===== config.mk =====
export PLATFORM = sky130hd
export DESIGN_NAME = rtcc_ctrl
export DESIGN_NICKNAME = d
export VERILOG_FILES = /design/src/include/rtcc_pkg.sv /design/src/verilog/rtcc_sync2.sv /design/src/verilog/rtcc_alarm_field.sv /design/src/verilog/rtcc_ctrl.sv
export SDC_FILE = /design/constraint.sdc
export NUM_CORES = 1
export LEC_CHECK = 0
export BUFFER_PORTS_ARGS = -buffer_cell sky130_fd_sc_hd__buf_2
export CORE_MARGIN = 2
export CORE_UTILIZATION = 60
export CTS_CLUSTER_SIZE = 30
export DETAILED_ROUTE_END_ITERATION = 10
export PLACE_DENSITY = 0.88
export SLEW_MARGIN = 40
export SYNTH_ARGS = -nofsm -noshare
export SYNTH_HDL_FRONTEND = slang
export SYNTH_SLANG_ARGS = --single-unit
export TNS_END_PERCENT = 10

===== constraint.sdc =====
create_clock -name clk_in -period 3.9 [get_ports clk_in]
set_clock_uncertainty 0.05 [all_clocks]
set_input_delay 0.195 -clock clk_in [delete_from_list [all_inputs] [get_ports clk_in]]
set_output_delay 0.195 -clock clk_in [all_outputs]
set_load 0.02 [all_outputs]

===== src/include/rtcc_pkg.sv =====
// constants and types shared by the rtc control and status block
package rtcc_pkg;
  // register offsets
  localparam logic [7:0] ADDR_TIME_LAST    = 8'h06;
  localparam logic [7:0] ADDR_STATUS       = 8'h07;
  localparam logic [7:0] ADDR_INT_CTRL     = 8'h08;
  localparam logic [7:0] ADDR_ANALOG_TRIM  = 8'h0a;
  localparam logic [7:0] ADDR_DIGITAL_TRIM = 8'h0b;

  // status_flags bit positions
  localparam int SR_POWER_FAIL = 0;
  localparam int SR_BATTERY    = 1;
  localparam int SR_ALARM      = 2;
  localparam int SR_TIME_WEN   = 4;
  localparam int SR_OSC_DIS    = 6;
  localparam int SR_CLR_ON_RD  = 7;

  // interrupt_control bit positions
  localparam int INT_FREQ_LSB  = 0;
  localparam int INT_FREQ_W    = 4;
  localparam int INT_BAT_DIS   = 4;
  localparam int INT_LOW_POWER = 5;
  localparam int INT_ALARM_EN  = 6;
  localparam int INT_PULSE     = 7;

  // trim fields
  localparam int ATRIM_W       = 6;
  localparam int ATRIM_BAT_LSB = 6;
  localparam int DTRIM_W       = 3;

  // values after reset; power fail reads set after a cold start
  localparam logic              POWER_FAIL_RST = 1'b1;
  localparam logic [7:0]        INT_CTRL_RST   = 8'h00;
  localparam logic [7:0]        ATRIM_RST      = 8'h00;
  localparam logic [DTRIM_W-1:0] DTRIM_RST     = 3'h0;

  // timing
  localparam int CLK_PERIOD_NS   = 40;
  localparam int ALARM_PULSE_MS  = 250;
  localparam int ALARM_PULSE_CYC =
    ALARM_PULSE_MS * 1000000 / CLK_PERIOD_NS;
  localparam int OSC_HZ          = 32768;

  // frequency output taps into the divider chain
  localparam logic [3:0] FREQ_OFF    = 4'h0;
  localparam logic [3:0] FREQ_32K    = 4'h1;
  localparam logic [3:0] FREQ_4K     = 4'h2;
  localparam logic [3:0] FREQ_1K     = 4'h3;
  localparam int         TAP_4K      = 2;
  localparam int         TAP_1K      = 4;
  localparam int         TAP_OFS     = 4;
  localparam int         SEC_CNT_W   = 5;

  // digital trim
  localparam int PPM_SCALE     = 1000000;
  localparam int TRIM_STEP_PPM = 20;
  localparam int TRIM_ACC_W    = 22;

  // load capacitance, in half picofarads
  localparam logic [6:0] CAP_BASE_HALF_PF = 7'h12;

  // one register access from the serial engine
  typedef struct packed {
    logic       wr;
    logic       rd;
    logic [7:0] addr;
    logic [7:0] data;
  } rtcc_acc_s;

  // sec, min, hour, date, month, weekday bytes, index 0 = sec
  typedef logic [5:0][7:0] rtcc_byte6_t;
endpackage


===== src/verilog/rtcc_sync2.sv =====
// two flip-flop synchroniser for asynchronous levels
`timescale 1ns/1ns
module rtcc_sync2 #(
  parameter int W = 1
) (
  input  wire logic         clk_in,    // block clock
  input  wire logic         clear_on_read_enable_n_in, // async reset, active low
  input  wire logic [W-1:0] d_in,      // asynchronous level
  output logic      [W-1:0] q_out      // synchronised level
);
  logic [W-1:0] meta;

  initial
  begin
    if (W < 1)
      $error("rtcc_sync2: width must be at least 1");
  end

  always_ff @(posedge clk_in or negedge clear_on_read_enable_n_in)
  begin
    if (!clear_on_read_enable_n_in)
    begin
      meta  <= '0;
      q_out <= '0;
    end
    else
    begin
      meta  <= d_in;
      q_out <= meta;
    end
  end
endmodule


===== src/verilog/rtcc_alarm_field.sv =====
// compare of one alarm byte against one time byte
`timescale 1ns/1ns
module rtcc_alarm_field (
  input  wire logic [7:0] alarm_in,   // alarm byte, bit7 enables
  input  wire logic [7:0] time_in,    // current time byte
  output logic            enabled_out, // field takes part
  output logic            match_out    // field agrees or is ignored
);
  always_comb
  begin
    enabled_out = alarm_in[7];
    match_out   = !alarm_in[7] || (alarm_in[6:0] == time_in[6:0]);
  end
endmodule


===== src/verilog/rtcc_ctrl.sv =====
// control and status logic of the battery backed real time clock
//
// How it works
// - power fail flag set after total loss
// - cold start defaults, time held until written
// - battery flag set on backup, write clears
// - alarm flag set on match, write clears
// - match during status read survives clear
// - time writes need write enable, reset zero
// - stop after time write starts, realigns tick
// - oscillator disable selects external pin clock
// - clear on read clears battery, alarm only
// - frequency code selects shared pin rate
// - nonzero frequency overrides and disables alarm
// - battery output disable silences pin on backup
// - low power switchover drops trip condition
// - alarm enable gates all alarm activity
// - pulse mode gives 250 ms low pulse
// - level mode holds pin until flag cleared
// - analog trim sets pin load capacitance
// - battery offset shifts capacitance on backup
// - digital trim sign plus 40/20 ppm weights
// - alarm field counts only when enabled
`timescale 1ns/1ns
module rtcc_ctrl #(
  parameter int OSC_PER_SEC        = rtcc_pkg::OSC_HZ,
  parameter int ALARM_PULSE_CYCLES = rtcc_pkg::ALARM_PULSE_CYC
) (
  input  wire logic                  clk_in,            // 25 MHz clock
  input  wire logic                  clear_on_read_enable_n_in,         // async reset, low
  input  wire rtcc_pkg::rtcc_acc_s   acc_in,            // register access
  input  wire logic                  bus_start_in,      // start seen, pulse
  input  wire logic                  bus_stop_in,       // valid stop, pulse
  input  wire rtcc_pkg::rtcc_byte6_t time_in,           // current time
  input  wire rtcc_pkg::rtcc_byte6_t alarm_in,          // alarm bytes
  input  wire logic                  xtal_osc_in,       // crystal oscillator
  input  wire logic                  crystal_in_pin_in, // external 32 kHz
  input  wire logic                  vdd_lt_bat_in,     // vdd < vbat - hys
  input  wire logic                  vdd_lt_trip_in,    // vdd < trip level
  output logic [7:0]                 reg_rdata_out,     // read data
  output logic                       time_wr_ok_out,    // time write taken
  output logic                       count_run_out,     // counters may run
  output logic                       sec_tick_out,      // one second pulse
  output logic                       xtal_enable_out,   // oscillator on
  output logic                       on_backup_out,     // running on battery
  output logic [6:0]                 load_cap_out,      // per pin, half pF
  output logic                       irq_fout_o_out,    // pin output value
  output logic                       irq_fout_oe_out    // pin pulled low
);
  import rtcc_pkg::*;

  localparam int PRE_W   = $clog2(OSC_PER_SEC) + 1;
  localparam int CHAIN_W = PRE_W - 1 + SEC_CNT_W;
  localparam int PULSE_W = $clog2(ALARM_PULSE_CYCLES + 1);
  localparam logic [TRIM_ACC_W-1:0] TRIM_UNIT =
    TRIM_ACC_W'(TRIM_STEP_PPM * OSC_PER_SEC);
  localparam logic [TRIM_ACC_W-1:0] TRIM_WRAP = TRIM_ACC_W'(PPM_SCALE);
  localparam logic [PRE_W-1:0] PRE_NOM  = PRE_W'(OSC_PER_SEC - 1);
  localparam logic [PRE_W-1:0] PRE_LONG = PRE_W'(OSC_PER_SEC);
  localparam logic [PRE_W-1:0] PRE_SHORT = PRE_W'(OSC_PER_SEC - 2);
  localparam logic [PULSE_W-1:0] PULSE_LEN = PULSE_W'(ALARM_PULSE_CYCLES);

  initial
  begin
    if (OSC_PER_SEC < 4 || (OSC_PER_SEC & (OSC_PER_SEC - 1)) != 0)
      $error("rtcc_ctrl: OSC_PER_SEC must be a power of two, 4 or more");
    if (OSC_PER_SEC > 65536)
      $error("rtcc_ctrl: OSC_PER_SEC overflows the trim accumulator");
    if (ALARM_PULSE_CYCLES < 1)
      $error("rtcc_ctrl: ALARM_PULSE_CYCLES must be at least 1");
  end

  // register state
  logic                  power_fail_flag;
  logic                  battery_flag;
  logic                  alarm_flag;
  logic                  time_write_enable;
  logic                  oscillator_disable;
  logic                  clear_on_read_enable;
  logic [7:0]            interrupt_control;
  logic [7:0]            analog_trim;
  logic [DTRIM_W-1:0]    digital_trim;
  logic [7:0]            status_flags;

  // other state
  logic [1:0]            sup_sync;
  logic [1:0]            osc_sync;
  logic                  osc_prev;
  logic                  time_wr_pend;
  logic                  bat_clr_pend;
  logic                  alm_clr_pend;
  logic [PRE_W-1:0]      presc;
  logic [SEC_CNT_W-1:0]  sec_cnt;
  logic [TRIM_ACC_W-1:0] trim_acc;
  logic                  trim_adj;
  logic                  eval_pend;
  logic                  match_prev;
  logic [PULSE_W-1:0]    pulse_cnt;

  // combinational terms
  logic                  osc_src;
  logic                  osc_rise;
  logic                  on_backup_now;
  logic                  bat_set;
  logic                  alarm_event;
  logic                  alarm_active;
  logic                  wr_status;
  logic                  rd_status;
  logic                  stop_commit;
  logic [PRE_W-1:0]      pre_limit;
  logic                  sec_wrap;
  logic [TRIM_ACC_W-1:0] next_trim_sum;
  logic [CHAIN_W-1:0]    div_chain;
  logic [3:0]            freq_select;
  logic                  fout_level;
  logic                  pin_low_req;
  logic [5:0]            field_en;
  logic [5:0]            field_match;
  logic                  match_now;
  logic [6:0]            cap_main;
  logic [6:0]            next_load_cap;

  rtcc_sync2 #(
    .W(2)
  ) u_sup_sync (
    .clk_in   (clk_in),
    .clear_on_read_enable_n_in(clear_on_read_enable_n_in),
    .d_in     ({vdd_lt_trip_in, vdd_lt_bat_in}),
    .q_out    (sup_sync)
  );

  rtcc_sync2 #(
    .W(2)
  ) u_osc_sync (
    .clk_in   (clk_in),
    .clear_on_read_enable_n_in(clear_on_read_enable_n_in),
    .d_in     ({crystal_in_pin_in, xtal_osc_in}),
    .q_out    (osc_sync)
  );

  genvar gi;
  generate
    for (gi = 0; gi < 6; gi++)
    begin : g_field
      rtcc_alarm_field u_field (
        .alarm_in   (alarm_in[gi]),
        .time_in    (time_in[gi]),
        .enabled_out(field_en[gi]),
        .match_out  (field_match[gi])
      );
    end
  endgenerate

  always_comb
  begin
    freq_select   = interrupt_control[INT_FREQ_LSB +: INT_FREQ_W];
    osc_src       = oscillator_disable ? osc_sync[1] : osc_sync[0];
    osc_rise      = osc_src && !osc_prev;
    on_backup_now = sup_sync[0] &&
      (interrupt_control[INT_LOW_POWER] || sup_sync[1]);
    bat_set       = on_backup_now && !on_backup_out;
    alarm_active  = interrupt_control[INT_ALARM_EN] &&
      (freq_select == FREQ_OFF);
    match_now     = (|field_en) && (&field_match);
    alarm_event   = eval_pend && alarm_active && match_now &&
      !match_prev;
    wr_status     = acc_in.wr && (acc_in.addr == ADDR_STATUS);
    rd_status     = acc_in.rd && (acc_in.addr == ADDR_STATUS);
    time_wr_ok_out = acc_in.wr && (acc_in.addr <= ADDR_TIME_LAST) &&
      time_write_enable;
    stop_commit   = bus_stop_in && time_wr_pend;
    status_flags  = '0;
    status_flags[SR_POWER_FAIL] = power_fail_flag;
    status_flags[SR_BATTERY]    = battery_flag;
    status_flags[SR_ALARM]      = alarm_flag;
    status_flags[SR_TIME_WEN]   = time_write_enable;
    status_flags[SR_OSC_DIS]    = oscillator_disable;
    status_flags[SR_CLR_ON_RD]  = clear_on_read_enable;
  end

  // prescaler limit with digital trim
  always_comb
  begin
    if (!trim_adj)
      pre_limit = PRE_NOM;
    else if (digital_trim[DTRIM_W-1])
      pre_limit = PRE_LONG;
    else
      pre_limit = PRE_SHORT;
    sec_wrap      = osc_rise && (presc >= pre_limit);
    next_trim_sum = trim_acc +
      TRIM_ACC_W'(TRIM_UNIT * digital_trim[1:0]);
  end

  always_ff @(posedge clk_in or negedge clear_on_read_enable_n_in)
  begin
    if (!clear_on_read_enable_n_in)
      osc_prev <= 1'b0;
    else
      osc_prev <= osc_src;
  end

  // one second prescaler, realigned by the stop of a time write
  always_ff @(posedge clk_in or negedge clear_on_read_enable_n_in)
  begin
    if (!clear_on_read_enable_n_in)
    begin
      presc   <= '0;
      sec_cnt <= '0;
    end
    else if (stop_commit)
    begin
      presc   <= '0;
      sec_cnt <= '0;
    end
    else if (sec_wrap)
    begin
      presc   <= '0;
      sec_cnt <= sec_cnt + 1'b1;
    end
    else if (osc_rise)
      presc <= presc + 1'b1;
  end

  // fractional ppm accumulator, one correction count when it wraps
  always_ff @(posedge clk_in or negedge clear_on_read_enable_n_in)
  begin
    if (!clear_on_read_enable_n_in)
    begin
      trim_acc <= '0;
      trim_adj <= 1'b0;
    end
    else if (sec_wrap)
    begin
      if (next_trim_sum >= TRIM_WRAP)
      begin
        trim_acc <= next_trim_sum - TRIM_WRAP;
        trim_adj <= 1'b1;
      end
      else
      begin
        trim_acc <= next_trim_sum;
        trim_adj <= 1'b0;
      end
    end
  end

  // counting starts only after a committed time write
  always_ff @(posedge clk_in or negedge clear_on_read_enable_n_in)
  begin
    if (!clear_on_read_enable_n_in)
    begin
      count_run_out <= 1'b0;
      sec_tick_out  <= 1'b0;
      time_wr_pend  <= 1'b0;
    end
    else
    begin
      sec_tick_out <= sec_wrap && count_run_out;
      if (stop_commit)
        count_run_out <= 1'b1;
      if (time_wr_ok_out)
        time_wr_pend <= 1'b1;
      else if (bus_stop_in || bus_start_in)
        time_wr_pend <= 1'b0;
    end
  end

  always_ff @(posedge clk_in or negedge clear_on_read_enable_n_in)
  begin
    if (!clear_on_read_enable_n_in)
      power_fail_flag <= POWER_FAIL_RST;
    else if (stop_commit)
      power_fail_flag <= 1'b0;
  end

  // control bits of status_flags
  always_ff @(posedge clk_in or negedge clear_on_read_enable_n_in)
  begin
    if (!clear_on_read_enable_n_in)
    begin
      time_write_enable    <= 1'b0;
      oscillator_disable   <= 1'b0;
      clear_on_read_enable <= 1'b0;
    end
    else if (wr_status)
    begin
      time_write_enable    <= acc_in.data[SR_TIME_WEN];
      oscillator_disable   <= acc_in.data[SR_OSC_DIS];
      clear_on_read_enable <= acc_in.data[SR_CLR_ON_RD];
    end
  end

  // clear on read arms at the read, any new set disarms it
  always_ff @(posedge clk_in or negedge clear_on_read_enable_n_in)
  begin
    if (!clear_on_read_enable_n_in)
    begin
      bat_clr_pend <= 1'b0;
      alm_clr_pend <= 1'b0;
    end
    else
    begin
      if (bat_set)
        bat_clr_pend <= 1'b0;
      else if (rd_status && clear_on_read_enable)
        bat_clr_pend <= 1'b1;
      else if (bus_stop_in || bus_start_in)
        bat_clr_pend <= 1'b0;
      if (alarm_event)
        alm_clr_pend <= 1'b0;
      else if (rd_status && clear_on_read_enable)
        alm_clr_pend <= 1'b1;
      else if (bus_stop_in || bus_start_in)
        alm_clr_pend <= 1'b0;
    end
  end

  // sticky flags; a set in the clearing cycle wins
  always_ff @(posedge clk_in or negedge clear_on_read_enable_n_in)
  begin
    if (!clear_on_read_enable_n_in)
    begin
      battery_flag <= 1'b0;
      alarm_flag   <= 1'b0;
    end
    else
    begin
      if (bat_set)
        battery_flag <= 1'b1;
      else if ((wr_status && !acc_in.data[SR_BATTERY]) ||
               (bus_stop_in && bat_clr_pend))
        battery_flag <= 1'b0;
      if (alarm_event)
        alarm_flag <= 1'b1;
      else if ((wr_status && !acc_in.data[SR_ALARM]) ||
               (bus_stop_in && alm_clr_pend))
        alarm_flag <= 1'b0;
    end
  end

  // remaining control registers
  always_ff @(posedge clk_in or negedge clear_on_read_enable_n_in)
  begin
    if (!clear_on_read_enable_n_in)
    begin
      interrupt_control <= INT_CTRL_RST;
      analog_trim       <= ATRIM_RST;
      digital_trim      <= DTRIM_RST;
    end
    else if (acc_in.wr)
    begin
      if (acc_in.addr == ADDR_INT_CTRL)
        interrupt_control <= acc_in.data;
      if (acc_in.addr == ADDR_ANALOG_TRIM)
        analog_trim <= acc_in.data;
      if (acc_in.addr == ADDR_DIGITAL_TRIM)
        digital_trim <= acc_in.data[DTRIM_W-1:0];
    end
  end

  always_ff @(posedge clk_in or negedge clear_on_read_enable_n_in)
  begin
    if (!clear_on_read_enable_n_in)
      reg_rdata_out <= '0;
    else if (acc_in.rd)
    begin
      case (acc_in.addr)
        ADDR_STATUS:       reg_rdata_out <= status_flags;
        ADDR_INT_CTRL:     reg_rdata_out <= interrupt_control;
        ADDR_ANALOG_TRIM:  reg_rdata_out <= analog_trim;
        ADDR_DIGITAL_TRIM: reg_rdata_out <= {5'h00, digital_trim};
        default:           reg_rdata_out <= 8'h00;
      endcase
    end
  end

  // alarm compare one cycle after the tick, once time has moved
  always_ff @(posedge clk_in or negedge clear_on_read_enable_n_in)
  begin
    if (!clear_on_read_enable_n_in)
    begin
      eval_pend  <= 1'b0;
      match_prev <= 1'b0;
    end
    else
    begin
      eval_pend <= sec_tick_out;
      if (eval_pend)
        match_prev <= match_now && alarm_active;
    end
  end

  always_ff @(posedge clk_in or negedge clear_on_read_enable_n_in)
  begin
    if (!clear_on_read_enable_n_in)
      pulse_cnt <= '0;
    else if (!alarm_active || !interrupt_control[INT_PULSE])
      pulse_cnt <= '0;
    else if (alarm_event)
      pulse_cnt <= PULSE_LEN;
    else if (pulse_cnt != '0)
      pulse_cnt <= pulse_cnt - 1'b1;
  end

  // shared pin: frequency output, else alarm
  always_comb
  begin
    div_chain = {sec_cnt, presc[PRE_W-2:0]};
    case (freq_select)
      FREQ_OFF: fout_level = 1'b1;
      FREQ_32K: fout_level = osc_src;
      FREQ_4K:  fout_level = div_chain[TAP_4K];
      FREQ_1K:  fout_level = div_chain[TAP_1K];
      default:
      begin
        if (32'(freq_select) + TAP_OFS < CHAIN_W)
          fout_level = div_chain[32'(freq_select) + TAP_OFS];
        else
          fout_level = div_chain[CHAIN_W-1];
      end
    endcase
    if (freq_select != FREQ_OFF)
      pin_low_req = !fout_level;
    else if (!alarm_active)
      pin_low_req = 1'b0;
    else if (interrupt_control[INT_PULSE])
      pin_low_req = (pulse_cnt != '0);
    else
      pin_low_req = alarm_flag;
  end

  always_ff @(posedge clk_in or negedge clear_on_read_enable_n_in)
  begin
    if (!clear_on_read_enable_n_in)
    begin
      on_backup_out   <= 1'b0;
      irq_fout_oe_out <= 1'b0;
    end
    else
    begin
      on_backup_out   <= on_backup_now;
      irq_fout_oe_out <= pin_low_req &&
        !(on_backup_out && interrupt_control[INT_BAT_DIS]);
    end
  end

  assign irq_fout_o_out = 1'b0;

  // load capacitance per pin in half picofarads
  always_comb
  begin
    cap_main = {1'b0, !analog_trim[ATRIM_W-1], analog_trim[ATRIM_W-2:0]}
      + CAP_BASE_HALF_PF;
    next_load_cap = cap_main;
    if (on_backup_out)
    begin
      case (analog_trim[ATRIM_BAT_LSB +: 2])
        2'h1:    next_load_cap = cap_main - 7'h01;
        2'h2:    next_load_cap = cap_main + 7'h01;
        2'h3:    next_load_cap = cap_main + 7'h02;
        default: next_load_cap = cap_main;
      endcase
    end
  end

  always_ff @(posedge clk_in or negedge clear_on_read_enable_n_in)
  begin
    if (!clear_on_read_enable_n_in)
    begin
      load_cap_out    <= '0;
      xtal_enable_out <= 1'b0;
    end
    else
    begin
      load_cap_out    <= next_load_cap;
      xtal_enable_out <= !oscillator_disable;
    end
  end
endmodule


==> results.ini <==
[outcome]
status = finished, final reports clean

[final_layout]
nFillCells = 720
area_delta_synth_final_pct = 22.9
diodes = 0
fin_cells = 998
final_area_um2 = 8420
layout-drive-gt1-share_pct = 25.3
nets = 990

[floorplanning]
core_area_um2 = 11300
rows = 39
die_w_um = 111
io_pins = 144
die_area_um2 = 12300
initial_utilization_pct = 60.8
die_h_um = 111

[pwr]
worst_ir_drop_vdd_mv = 0.299
power_density_nw_per_um2 = 411
leakagePower_nw = 4.04

[timing]
drv_slew = 0
hold_viol = 0
slew_headroom_pct = 47.9
fin_crit_sh_pct = 77.2
setup_violations = 0
fin_setup_tns_ns = 0
rsz0062_at_grt = no
max_freq_mhz = 332
worst_slew_pin_slew_ns = 0.780
min_period_ns = 3.01

[placed_design]
placed_area_um2 = 7670
dp.cells = 957
hpwl_mm = 13.0
place_congestion = 0.927
port_buffers = 136

[grt]
grt_pass1_vias = 6360
overflow = 0
grt_first_pass_wirelength_mm = 30.5
antenna_found_initial = 0
grt_max_degree = 79
grtUsageTotal_pct = 31.1

[clock_tree]
path_clk_slew_ns = 0.06
cts_buffer_depth = 2
clock-root-buffer = clkbuf_16
htree_levels = 4
clock_sinks = 120
clk_latency_ns = 0.42
cts_made_buffers = 17
cts_resized = 0
cts_tree = yes

[setup_path]
start_kind = flip-flop
r2r_start = oscillator_disable
r2r.worst_path.cells = 6
regToRegSetupSlack_ns = 0.89
cp-end-kind = flip-flop
arrival_ns = 3.24
worst-setup-path-type = reg2reg
worstPathRequired_ns = 4.13
path_max_fanout = 21
timing.rr.end = presc[11]

[yosys]
yosys_most_used_dff = dfrtp_1
synth_nets = 841
synth_seq_area_share_pct = 43.8
synth_edf_count = 0
syn_avg_cell_area_um2 = 9.89
synthDistinctLibCells = 64
yosys_warnings = 0
syn-cell-area_um2 = 6850
syn-instance-count = 693
synthArstFlopShare_pct = 100
synth_seq_cells = 120

[route]
drt-wirelength-per-cell_um = 18.5
drc_errors = 0
drt_iter0_markers = 678
drt-pass1-iter-count = 8
vias = 6180
viasPerCell = 6.19
ant_nets = 0
routed_wl_mm = 18.4

[run]
cap_violations = 0

[min_path]
min_path_type = in2reg
min_to = analog_trim[6]
min_from = acc_in[6]
whs_path_depth = 2

-- logic make-up (layout without fill, tap and decap cells) --
kind of cell	Yosys count	in the layout	synth area share, %
AOI/OAI and AO/OA	134	134	12.5
and+or+nand+nor	226	226	17.3
muxes	37	37	6.44
adders and majority gates	26	26	4.97
buffers and inverters	57	219	3.21
other	1	1	0.0547
DFF	120	120	43.8
xor gates and xnor gates	92	92	11.8
-- report_power, final --
part | total (mW) | switching (mW) | internal, mW
combinational | 0.372 | 0.196 | 0.175
sequential | 1.36 | 0.0689 | 1.29
clock | 1.72 | 0.590 | 1.13
-- flip-flops by register name, indices dropped and copies added (netlist names), 2 cells and up --
register,cells
analog_trim,8
interrupt_control,8
load_cap_out,7
u_osc_sync.q_out,2
u_sup_sync.meta,2
u_osc_sync.meta,2
pulse_cnt,23
trim_acc,16
u_sup_sync.q_out,2
presc,16
sec_cnt,5
reg_rdata_out,8
digital_trim,3
-- area by class of cell --
cell class / instances / area, µm² / area share (%)
multi-input combinational: 516 / 3640 / 43.2
sequential: 120 / 3000 / 35.7
timing repair buffer: 149 / 807 / 9.58
clock buffer: 17 / 425 / 5.05
clock inverter: 15 / 226 / 2.69
tap: 143 / 179 / 2.12
inverter: 38 / 143 / 1.69
-- Yosys cell counts (all sizes together), types with 5 or more instances --
| master | count | share of area (%) |
|---|---|---|
| dfrtp | 119 | 43 |
| xor2 | 53 | 6.8 |
| nor2 | 52 | 2.8 |
| nand2 | 42 | 2.4 |
| xnor2 | 39 | 5.0 |
| a21oi | 38 | 2.8 |
| inv | 38 | 2.1 |
| nor3 | 38 | 3.3 |
| o21ai | 31 | 2.3 |
| mux2 | 27 | 4.4 |
| ha | 24 | 4.4 |
| nand3 | 24 | 1.8 |
| clkbuf | 15 | 0.84 |
| nand4 | 13 | 1.2 |
| nor4 | 12 | 1.1 |
| o22ai | 11 | 1.0 |
| or4 | 10 | 1.3 |
| or3 | 8 | 0.73 |
| a31oi | 7 | 0.64 |
| mux2i | 7 | 1.0 |
| nand2b | 7 | 0.64 |
| a222oi | 6 | 0.88 |
| a211oi | 5 | 0.55 |
-- stage by stage --
stage / hold slack (ns) / power (mW) / util, % / setup slack [ns]
detailed placement: 0.213 / 1.74 / 68.1 / 0.977
finish: 0.0129 / 3.46 / 74.7 / 0.888
floorplan: -0.151 / 1.57 / - / 1.47
global route: 0.0154 / 3.58 / 74.7 / 0.759
CTS: 0.00257 / 3.46 / 74.7 / 0.951
global placement: 0.253 / 1.71 / 68.0 / 1.09
-- cell usage in the layout, fill, tap and decap left out, drive strengths merged, types with 3 or more instances in the layout --
master | Yosys | routed
a211oi | 5 | 5
a21boi | 3 | 3
a21o | 3 | 3
a21oi | 38 | 38
a222oi | 6 | 6
a22oi | 4 | 4
a31oi | 7 | 7
and2 | 4 | 4
and3 | 3 | 3
buf | 4 | 140
bufinv | 0 | 5
clkbuf | 15 | 17
clkinv | 0 | 6
clkinvlp | 0 | 3
dfrtp | 119 | 119
dlygate4sd3 | 0 | 9
ha | 24 | 24
inv | 38 | 39
mux2 | 27 | 27
mux2i | 7 | 7
mux4 | 3 | 3
nand2 | 42 | 42
nand2b | 7 | 7
nand3 | 24 | 24
nand4 | 13 | 13
nor2 | 52 | 52
nor3 | 38 | 38
nor3b | 4 | 4
nor4 | 12 | 12
o21ai | 31 | 31
o221ai | 3 | 3
o22ai | 11 | 11
o31a | 3 | 3
o41ai | 4 | 4
or3 | 8 | 8
or4 | 10 | 10
xnor2 | 39 | 39
xor2 | 53 | 53
-- timing repair --
item / CTS / global route
hold buffers: 9 / 0
endpoints found under the hold margin: 88 / 0
setup endpoints to repair: 0 / 0
buffers inserted: 0 / 0
-- worst max-delay path, cell delays in order (launching register included) --
cell,delay (ns)
dfrtp_1,0.45
mux2_2,0.29
nor2b_1,0.64
o2111ai_1,0.26
o31a_1,0.58
nand2_1,0.49
nor2_1,0.12
-- routing by layer --
layer  GRT usage (%)  wire length, µm  up-vias
met2            56.2             9740      300
met1            34.3             6740     3029
met4            14.2              553        0
met3            8.04             1390       52
li1                -                -     2799
met5               0                0        -
-- worst max path at each step --
stage                  startpoint      endpoint  slack (ns)  cells after the start
6_report       oscillator_disable     presc[11]        0.89                      6
5_1_grt        oscillator_disable     presc[11]        0.76                      6
4_1_cts        oscillator_disable      presc[3]        0.95                      6
3_5_place_dp   oscillator_disable      presc[3]        0.98                      6
3_3_place_gp   oscillator_disable      presc[9]        1.09                      6
2_1_floorplan     digital_trim[0]  trim_acc[12]        1.47                      9
No activity file was read; power rests on OpenSTA's default activity.
